**src/verilog/cfl_pkg.sv**
```systemverilog
// package for the cpu condition flag and operand encoding block
// Operation
// - five one-bit flags: zero, sign, parity, carry, nibble carry; set=1, reset=0
// - flags an operation does not affect keep their previous values
// - zero flag set when result is 0, cleared otherwise
// - sign flag copies result most significant bit
// - parity flag set on even count of one bits
// - carry flag set on carry out of addition or borrow of subtraction
// - register field: 111 acc, 000 B, 001 C, 010 D, 011 E, 100 H, 101 L
// - program counter 16 bits, addressable as high and low bytes
// - stack pointer 16 bits, addressable as high and low bytes
// - restart number 0..7 coded as 000..111, target is eight times it
// - io instructions select a port by an 8-bit address from the instruction
// - subtraction is two's complement
// - status byte bits 7..0: sign, zero, 0, nibble carry, 0, parity, 1, carry
package cfl_pkg;
  localparam int DW = 8;
  localparam int AW = 16;
  localparam int FLAG_CARRY_BIT = 0;
  localparam int FLAG_ONE_BIT   = 1;
  localparam int FLAG_PAR_BIT   = 2;
  localparam int FLAG_NIL3_BIT  = 3;
  localparam int FLAG_NIB_BIT   = 4;
  localparam int FLAG_NIL5_BIT  = 5;
  localparam int FLAG_ZERO_BIT  = 6;
  localparam int FLAG_SIGN_BIT  = 7;
  localparam int NIB     = 4;
  localparam logic [2:0] RSEL_B = 3'h0;
  localparam logic [2:0] RSEL_C = 3'h1;
  localparam logic [2:0] RSEL_D = 3'h2;
  localparam logic [2:0] RSEL_E = 3'h3;
  localparam logic [2:0] RSEL_H = 3'h4;
  localparam logic [2:0] RSEL_L = 3'h5;
  localparam logic [2:0] RSEL_M = 3'h6;
  localparam logic [2:0] RSEL_A = 3'h7;
  localparam logic [2:0] RST_SHIFT = 3'h3;
  localparam logic [7:0] FLAGS_RST = 8'h02;
  typedef enum logic [2:0] {
    CFL_OP_ADD, CFL_OP_ADC, CFL_OP_SUB, CFL_OP_SBB,
    CFL_OP_AND, CFL_OP_XOR, CFL_OP_OR,  CFL_OP_CMP
  } cfl_op_t;
  typedef enum logic [1:0] {
    CFL_PTR_HOLD, CFL_PTR_LOAD_HI, CFL_PTR_LOAD_LO, CFL_PTR_LOAD
  } cfl_ptr_t;
endpackage : cfl_pkg
```
**src/verilog/cfl_flag_unit.sv**
```systemverilog
// condition flag alu, register decode, pointer byte access and operand encodings
`timescale 1ns/1ps
module cfl_flag_unit import cfl_pkg::*; (
  input  wire logic          clk,
  input  wire logic          rst_n,
  input  wire logic          alu_go,
  input  cfl_op_t            alu_op,
  input  wire logic [DW-1:0] alu_a,
  input  wire logic [DW-1:0] alu_b,
  input  wire logic          status_load,
  input  wire logic [DW-1:0] status_in,
  input  wire logic [2:0]    source_register_field,
  input  wire logic [2:0]    dest_register_field,
  input  cfl_ptr_t           prog_counter_cmd,
  input  cfl_ptr_t           stack_ptr_cmd,
  input  wire logic [AW-1:0] ptr_in,
  input  wire logic          restart_go,
  input  wire logic [2:0]    restart_number_field,
  input  wire logic [DW-1:0] port_byte,
  output logic [DW-1:0]      alu_result,
  output logic               zero_flag,
  output logic               sign_flag,
  output logic               parity_flag,
  output logic               carry_out_flag,
  output logic               nibble_carry_flag,
  output logic [DW-1:0]      processor_status_word,
  output logic [7:0]         src_onehot,
  output logic [7:0]         dst_onehot,
  output logic [DW-1:0]      program_counter_high,
  output logic [DW-1:0]      program_counter_low,
  output logic [DW-1:0]      stack_pointer_high,
  output logic [DW-1:0]      stack_pointer_low,
  output logic [DW-1:0]      io_port_addr
);

  ////////////////////////////////////////////////////////////////////////////
  // arithmetic
  logic [DW:0]   sum;
  logic [NIB:0]  nsum;
  logic [DW-1:0] res;
  logic          is_sub;
  logic          cin;
  logic          arith;
  logic [DW-1:0] bop;

  always_comb begin
    is_sub = (alu_op == CFL_OP_SUB) || (alu_op == CFL_OP_SBB) || (alu_op == CFL_OP_CMP);
    cin    = ((alu_op == CFL_OP_ADC) || (alu_op == CFL_OP_SBB)) ? carry_out_flag : 1'b0;
    arith  = !((alu_op == CFL_OP_AND) || (alu_op == CFL_OP_XOR) || (alu_op == CFL_OP_OR));
    bop    = is_sub ? ~alu_b : alu_b;
    // subtract as a + ~b + 1 - borrow_in; carry out inverted gives borrow
    sum    = {1'b0, alu_a} + {1'b0, bop} + {{DW{1'b0}}, (is_sub ? ~cin : cin)};
    nsum   = {1'b0, alu_a[NIB-1:0]} + {1'b0, bop[NIB-1:0]} +
             {{NIB{1'b0}}, (is_sub ? ~cin : cin)};
    case (alu_op)
      CFL_OP_AND: res = alu_a & alu_b;
      CFL_OP_XOR: res = alu_a ^ alu_b;
      CFL_OP_OR:  res = alu_a | alu_b;
      default:    res = sum[DW-1:0];
    endcase
  end

  ////////////////////////////////////////////////////////////////////////////
  // flags
  always_ff @(posedge clk) begin
    if (!rst_n) begin
      zero_flag         <= 1'b0;
      sign_flag         <= 1'b0;
      parity_flag       <= 1'b0;
      carry_out_flag    <= 1'b0;
      nibble_carry_flag <= 1'b0;
    end else if (status_load) begin
      carry_out_flag    <= status_in[FLAG_CARRY_BIT];
      parity_flag       <= status_in[FLAG_PAR_BIT];
      nibble_carry_flag <= status_in[FLAG_NIB_BIT];
      zero_flag         <= status_in[FLAG_ZERO_BIT];
      sign_flag         <= status_in[FLAG_SIGN_BIT];
    end else if (alu_go) begin
      zero_flag         <= (res == '0);
      sign_flag         <= res[DW-1];
      parity_flag       <= ~^res;
      carry_out_flag    <= arith ? (sum[DW] ^ is_sub) : 1'b0;
      nibble_carry_flag <= arith ? nsum[NIB] : 1'b0;
    end
  end

  always_ff @(posedge clk) begin
    if (!rst_n) alu_result <= '0;
    // a status load wins over the alu, so the result must hold as well
    else if (alu_go && !status_load && alu_op != CFL_OP_CMP) alu_result <= res;
  end

  always_comb begin
    processor_status_word          = '0;
    processor_status_word[FLAG_CARRY_BIT] = carry_out_flag;
    processor_status_word[FLAG_ONE_BIT]   = 1'b1;
    processor_status_word[FLAG_PAR_BIT]   = parity_flag;
    processor_status_word[FLAG_NIB_BIT]   = nibble_carry_flag;
    processor_status_word[FLAG_ZERO_BIT]  = zero_flag;
    processor_status_word[FLAG_SIGN_BIT]  = sign_flag;
  end

  ////////////////////////////////////////////////////////////////////////////
  // register field decode, code 110 selects no register
  for (genvar i = 0; i < 8; i++) begin : g_dec
    always_ff @(posedge clk) begin
      if (!rst_n) begin
        src_onehot[i] <= 1'b0;
        dst_onehot[i] <= 1'b0;
      end else begin
        src_onehot[i] <= (source_register_field == 3'(i)) && (3'(i) != RSEL_M);
        dst_onehot[i] <= (dest_register_field == 3'(i)) && (3'(i) != RSEL_M);
      end
    end
  end

  ////////////////////////////////////////////////////////////////////////////
  // pointers
  logic [AW-1:0] prog_counter_q;
  logic [AW-1:0] stack_ptr_q;
  assign program_counter_high = prog_counter_q[AW-1:DW];
  assign program_counter_low  = prog_counter_q[DW-1:0];
  assign stack_pointer_high   = stack_ptr_q[AW-1:DW];
  assign stack_pointer_low    = stack_ptr_q[DW-1:0];

  // a restart overrides any program counter load issued in the same cycle; stack pointer loads still happen
  always_ff @(posedge clk) begin
    if (!rst_n) prog_counter_q <= '0;
    else if (restart_go)
      prog_counter_q <= {{(AW-6){1'b0}}, restart_number_field, RST_SHIFT'(3'h0)};
    else case (prog_counter_cmd)
      CFL_PTR_LOAD_HI: prog_counter_q[AW-1:DW] <= ptr_in[DW-1:0];
      CFL_PTR_LOAD_LO: prog_counter_q[DW-1:0]  <= ptr_in[DW-1:0];
      CFL_PTR_LOAD:    prog_counter_q          <= ptr_in;
      default:         prog_counter_q          <= prog_counter_q;
    endcase
  end

  always_ff @(posedge clk) begin
    if (!rst_n) stack_ptr_q <= '0;
    else case (stack_ptr_cmd)
      CFL_PTR_LOAD_HI: stack_ptr_q[AW-1:DW] <= ptr_in[DW-1:0];
      CFL_PTR_LOAD_LO: stack_ptr_q[DW-1:0]  <= ptr_in[DW-1:0];
      CFL_PTR_LOAD:    stack_ptr_q          <= ptr_in;
      default:         stack_ptr_q          <= stack_ptr_q;
    endcase
  end

  always_ff @(posedge clk) begin
    if (!rst_n) io_port_addr <= '0;
    else io_port_addr <= port_byte;
  end

  ////////////////////////////////////////////////////////////////////////////
  // checks
  a_flags_hold: assert property (@(posedge clk) disable iff (!rst_n)
    !alu_go && !status_load |=> $stable(processor_status_word))
    else $error("flags changed without update");
  a_zero_flag: assert property (@(posedge clk) disable iff (!rst_n)
    alu_go && !status_load |=> zero_flag == (alu_result == '0) || $past(alu_op) == CFL_OP_CMP)
    else $error("zero flag wrong");
  a_sign_flag: assert property (@(posedge clk) disable iff (!rst_n)
    alu_go && !status_load && alu_op != CFL_OP_CMP |=> sign_flag == alu_result[DW-1])
    else $error("sign flag wrong");
  a_parity_flag: assert property (@(posedge clk) disable iff (!rst_n)
    alu_go && !status_load && alu_op != CFL_OP_CMP |=> parity_flag == ~^alu_result)
    else $error("parity flag wrong");
  a_carry_add: assert property (@(posedge clk) disable iff (!rst_n)
    alu_go && !status_load && alu_op == CFL_OP_ADD
    |=> carry_out_flag == ({1'b0, $past(alu_a)} + {1'b0, $past(alu_b)} > 9'h0ff))
    else $error("add carry wrong");
  a_borrow_cmp: assert property (@(posedge clk) disable iff (!rst_n)
    alu_go && !status_load && alu_op == CFL_OP_CMP
    |=> carry_out_flag == ($past(alu_a) < $past(alu_b)))
    else $error("compare borrow wrong");
  a_borrow_sub: assert property (@(posedge clk) disable iff (!rst_n)
    alu_go && !status_load && alu_op == CFL_OP_SUB
    |=> carry_out_flag == ($past(alu_a) < $past(alu_b)))
    else $error("subtract borrow wrong");
  a_borrow_sbb: assert property (@(posedge clk) disable iff (!rst_n)
    alu_go && !status_load && alu_op == CFL_OP_SBB
    |=> carry_out_flag == ({1'b0, $past(alu_a)} < {1'b0, $past(alu_b)} + $past(carry_out_flag)))
    else $error("borrow chain wrong");
  a_logic_clear: assert property (@(posedge clk) disable iff (!rst_n)
    alu_go && !status_load && !arith |=> !carry_out_flag && !nibble_carry_flag)
    else $error("logic op left a carry");
  a_nibble_add: assert property (@(posedge clk) disable iff (!rst_n)
    alu_go && !status_load && alu_op == CFL_OP_ADD
    |=> nibble_carry_flag == ($past(alu_a[3:0]) + $past(alu_b[3:0]) > 5'h0f))
    else $error("nibble carry wrong");
  a_status_load: assert property (@(posedge clk) disable iff (!rst_n)
    status_load |=> processor_status_word == ($past(status_in) & 8'hd5 | 8'h02))
    else $error("status load wrong");
  a_result_hold: assert property (@(posedge clk) disable iff (!rst_n)
    !alu_go || status_load || alu_op == CFL_OP_CMP |=> $stable(alu_result))
    else $error("result changed without update");

  // fixed bits of the packed status byte
  a_status_fixed: assert property (@(posedge clk) disable iff (!rst_n)
    processor_status_word[FLAG_ONE_BIT] && !processor_status_word[FLAG_NIL3_BIT]
    && !processor_status_word[FLAG_NIL5_BIT])
    else $error("status byte constant bits wrong");
  a_io_port: assert property (@(posedge clk) disable iff (!rst_n)
    1'b1 |=> io_port_addr == $past(port_byte))
    else $error("port address wrong");
  a_pc_load: assert property (@(posedge clk) disable iff (!rst_n)
    prog_counter_cmd == CFL_PTR_LOAD && !restart_go
    |=> {program_counter_high, program_counter_low} == $past(ptr_in))
    else $error("program counter load wrong");
  a_sp_low: assert property (@(posedge clk) disable iff (!rst_n)
    stack_ptr_cmd == CFL_PTR_LOAD_LO
    |=> stack_pointer_low == $past(ptr_in[DW-1:0]) && $stable(stack_pointer_high))
    else $error("stack pointer low byte wrong");
  a_dst_none: assert property (@(posedge clk) disable iff (!rst_n)
    dest_register_field == RSEL_M |=> dst_onehot == 8'h00)
    else $error("unused code selected a register");
  a_restart_vec: assert property (@(posedge clk) disable iff (!rst_n)
    restart_go |=> {program_counter_high, program_counter_low}
    == {10'h0, $past(restart_number_field), 3'h0})
    else $error("restart vector wrong");
  a_reg_decode: assert property (@(posedge clk) disable iff (!rst_n)
    source_register_field == RSEL_A |=> src_onehot == 8'h80)
    else $error("accumulator decode wrong");

  c_add_carry: cover property (@(posedge clk) alu_go && alu_op == CFL_OP_ADD ##1 carry_out_flag);
  c_sub_zero:  cover property (@(posedge clk) alu_go && alu_op == CFL_OP_SUB ##1 zero_flag);
  c_status_ld: cover property (@(posedge clk) status_load && alu_go);
  c_sbb_chain: cover property (@(posedge clk) alu_go && alu_op == CFL_OP_SBB && carry_out_flag);
  c_restart:   cover property (@(posedge clk) restart_go && restart_number_field == 3'h7);

endmodule : cfl_flag_unit

```
**config.mk**
```make
export PLATFORM = sky130hd
export DESIGN_NAME = cfl_flag_unit
export DESIGN_NICKNAME = d
export VERILOG_FILES = /design/src/verilog/cfl_pkg.sv /design/src/verilog/cfl_flag_unit.sv
export SDC_FILE = /design/constraint.sdc
export NUM_CORES = 1
export LEC_CHECK = 0
export ABC_AREA = 0
export BUFFER_PORTS_ARGS = -buffer_cell sky130_fd_sc_hd__buf_2
export CAP_MARGIN = 40
export CORE_MARGIN = 4
export CORE_UTILIZATION = 49
export CTS_CLUSTER_DIAMETER = 80
export DETAILED_ROUTE_END_ITERATION = 8
export PLACE_DENSITY = 0.81
export SYNTH_ARGS = -nofsm -noshare
export SYNTH_HDL_FRONTEND = slang
export SYNTH_SLANG_ARGS = --single-unit
```
**constraint.sdc**
```tcl
create_clock -name clk -period 5.9 [get_ports clk]
set_clock_uncertainty 0.2 [all_clocks]
set_input_delay 1.18 -clock clk [delete_from_list [all_inputs] [get_ports clk]]
set_output_delay 1.18 -clock clk [all_outputs]
set_load 0.01 [all_outputs]
```
==> flow_summary.json <==
{
  "netlist_area_um2": 3590,
  "ios": 146,
  "synthTopCellsByArea": "dfxtp_1 (37%), mux2i_1 (9.8%), ha_1 (9.4%)",
  "synth.largest_area_cell": "dfxtp_1",
  "numCtsBuffers": 9,
  "endpoint_kind": "flip-flop",
  "setup_slack_ns": 1.26,
  "finalNetCount": 626,
  "final_layout_size_suffix_gt1_share_pct": 30.2,
  "synth_top_family_by_area": "compound AO/OA/AOI/OAI gates",
  "first_pass_iters": 4,
  "final_area_um2": 4450,
  "gr-total-overflow": 0,
  "clockRootBuffer": "clkbuf_8",
  "synthMuxAreaShare_pct": 9.76,
  "die-area_um2": 8760,
  "synthFlopType": "dfxtp_1",
  "hold_end": "alu_result[2]$_SDFFE_PN0P_",
  "critical_path_class": "input pin to flip-flop",
  "drt_wl_total_um": 8940,
  "cp_max_fo": 17,
  "place_hpwl_um": 7090,
  "grt_max_degree": 26,
  "core_area_um2": 6940,
  "gp_congestion": 0.840,
  "vias": 3203,
  "drc": 0,
  "worstPathCellList": "buf_2, nand2b_1, nand2_2, xnor2_1, fa_1, inv_1, fa_1, a21o_2, a21oi_1, xnor2_1, nor2_1, or2_2, ha_1, xnor2_1, xnor2_1, mux2i_1, a21oi_1",
  "fmaxAchievable_mhz": 215,
  "chipWidth_um": 93.6,
  "postCtsSetupBuffers": 0,
  "vias_per_cell": 5.09,
  "post_dp_cell_area_um2": 4240,
  "synth_simple_gate_area_share_pct": 14.8,
  "cap_viol_max_count": 0,
  "ys_types": 46,
  "post_cts_resized": 0,
  "synth_enable_flop_cells": 0,
  "status": "completed",
  "finalSetupTns_ns": 0,
  "synth-compound-area-share_pct": 16.2,
  "crit_top_cell": "xnor2_1",
  "grt_pass1_vias": 2998,
  "rsz0062_at_grt": "false",
  "leakage_nw": 2.28,
  "met1_usage_pct": 25.8,
  "io_buffers": 137,
  "die_h_um": 93.6,
  "finalHoldViolations": 0,
  "rr_endpoint": "parity_flag$_SDFFE_PN0P_",
  "r2r_start": "carry_out_flag$_SDFFE_PN0P_",
  "syn2layout_area_growth_pct": 23.9,
  "clk_pin_slew_ns": 0.07,
  "dp.cells": 613,
  "fillCellCount": 619,
  "cts.sinks": 67,
  "ff2ff_path_depth": 16,
  "reg2reg_setup_slack_ns": 2.43,
  "cts_max_level": 3,
  "clk_latency_ns": 0.32,
  "wl_per_cell_um": 14.2,
  "ys_seq_area_share_pct": 37.4,
  "fp-row-count": 30,
  "whs_path_depth": 2,
  "met2_usage_pct": 35.3,
  "hold_buffers": 0,
  "fin_crit_sh_pct": 78.7,
  "synth-xor-area-share_pct": 3.66,
  "grt_pass1_wl_um": 14400,
  "busiest_layer": "met2",
  "start_util_pct": 51.7,
  "ant_nets": 0,
  "required_ns": 5.96,
  "start_kind": "input pin",
  "track_usage_pct": 20.6,
  "cp.arrival_ns": 4.70,
  "drv_slew": 0,
  "power.total_mw": 1.17,
  "antenna_found_initial": 0,
  "synth.most_common_cell": "dfxtp_1",
  "synth_common_cells": "dfxtp_1 (67), nor2_1 (57), mux2i_1 (35)",
  "yosysTopAreaCellShare_pct": 37.4,
  "cts_tree": "done",
  "drt_iter0_markers": 120,
  "cp_slowest_cell": "fa_1",
  "ys_ff_latch": 67,
  "tightest_slew_ns": 0.743,
  "whs_ns": 0.272,
  "slowest_delay_ns": 0.43,
  "postSynthCellCount": 406,
  "synthAdderAreaFrac_pct": 10.5,
  "diodes": 0,
  "yosysWarnings": 0,
  "final_cells": 629,
  "hp-start": "alu_result[2]$_SDFFE_PN0P_",
  "dp_slack_ns": 0.934,
  "avgSynthCellArea_um2": 8.84,
  "slew_headroom_pct": 50.4,
  "period_needed_ns": 4.64,
  "finalSetupViolCount": 0,
  "hp-class": "flip-flop to flip-flop",
  "ir_drop_uv": 93.9,
  "powerDensity_nw_per_um2": 262,
  "synthArstFlopShare_pct": 0,
  "cts_max_path_buffers": 2,
  "met3_usage_pct": 3.06,
  "finish.utilization_pct": 64.0
}
per-layer routing:
metal  share of wire (%)  up-vias
met5                   0        -
met4                 1.2        0
met3                 7.5        8
met2                  49      119
met1                  42     1460
li1                    -     1616
kinds of logic after synthesis:
kind of cell    after synthesis
compound gates               88
xor+xnor                     15
fa+ha+maj                    29
buf+inv                      56
flops                        67
mux                          35
other cells                   2
simple gates                114
worst max-delay path by stage:
stage	start	endpoint	slack (ns)	depth (start not counted)
after detailed placement	alu_op[0]	parity_flag$_SDFFE_PN0P_	0.93	17
after global placement	alu_op[1]	parity_flag$_SDFFE_PN0P_	1.09	16
final	alu_op[0]	parity_flag$_SDFFE_PN0P_	1.26	17
after floorplan	alu_op[0]	parity_flag$_SDFFE_PN0P_	1.38	17
after global routing	alu_op[0]	parity_flag$_SDFFE_PN0P_	0.92	17
after CTS	alu_op[1]	parity_flag$_SDFFE_PN0P_	1.28	16
power by group:
part,switching [mW],internal (mW),leakage [nW]
Sequential,0.0126,0.478,0.552
Clock,0.168,0.206,0.102
Combinational,0.164,0.137,1.62
area by class of cell:
cell class	instances	area, um2	area share, %
clock inverter	6	65.1	1.46
sequential	67	1340	30.2
multi-input combinational	286	1990	44.8
inverter	26	97.6	2.19
timing repair buffer	138	693	15.6
clock buffer	10	138	3.10
tap	96	120	2.70
flip-flops by register name (all words and copies together) (netlist names), 7 cells and up:
signal,cells
alu_result,8
dst_onehot,7
io_port_addr,8
prog_counter_q,16
src_onehot,7
stack_ptr_q,16
critical path, delay by kind of cell:
family                   cells  cell delay [ns]
multiplexers                 1             0.09
AND/OR/NAND/NOR              4             0.76
adder cells (fa/ha/maj)      3             1.00
XOR/XNOR                     4             0.77
buffers and inverters        2             0.32
AO/OA/AOI/OAI                3             0.59
layout by cell type (no fill, tap or decap), drive strengths merged, types with 2 or more instances in the layout:
cell type	n
o31a	3
o21ai	16
clkinv	4
xor2	2
mux2i	35
ha	27
nand2b	12
and2	9
nor2	57
or3	2
o221ai	2
nor2b	5
o21a	4
nand2	17
xnor2	13
o22ai	6
o211ai	2
nor3b	4
buf	138
fa	2
a21o	3
conb	5
a21oi	22
inv	26
nor3	4
dfxtp	67
or2	2
a211oi	18
a31oi	3
clkbuf	10
o32ai	2
(Power assumes the default switching activity.)
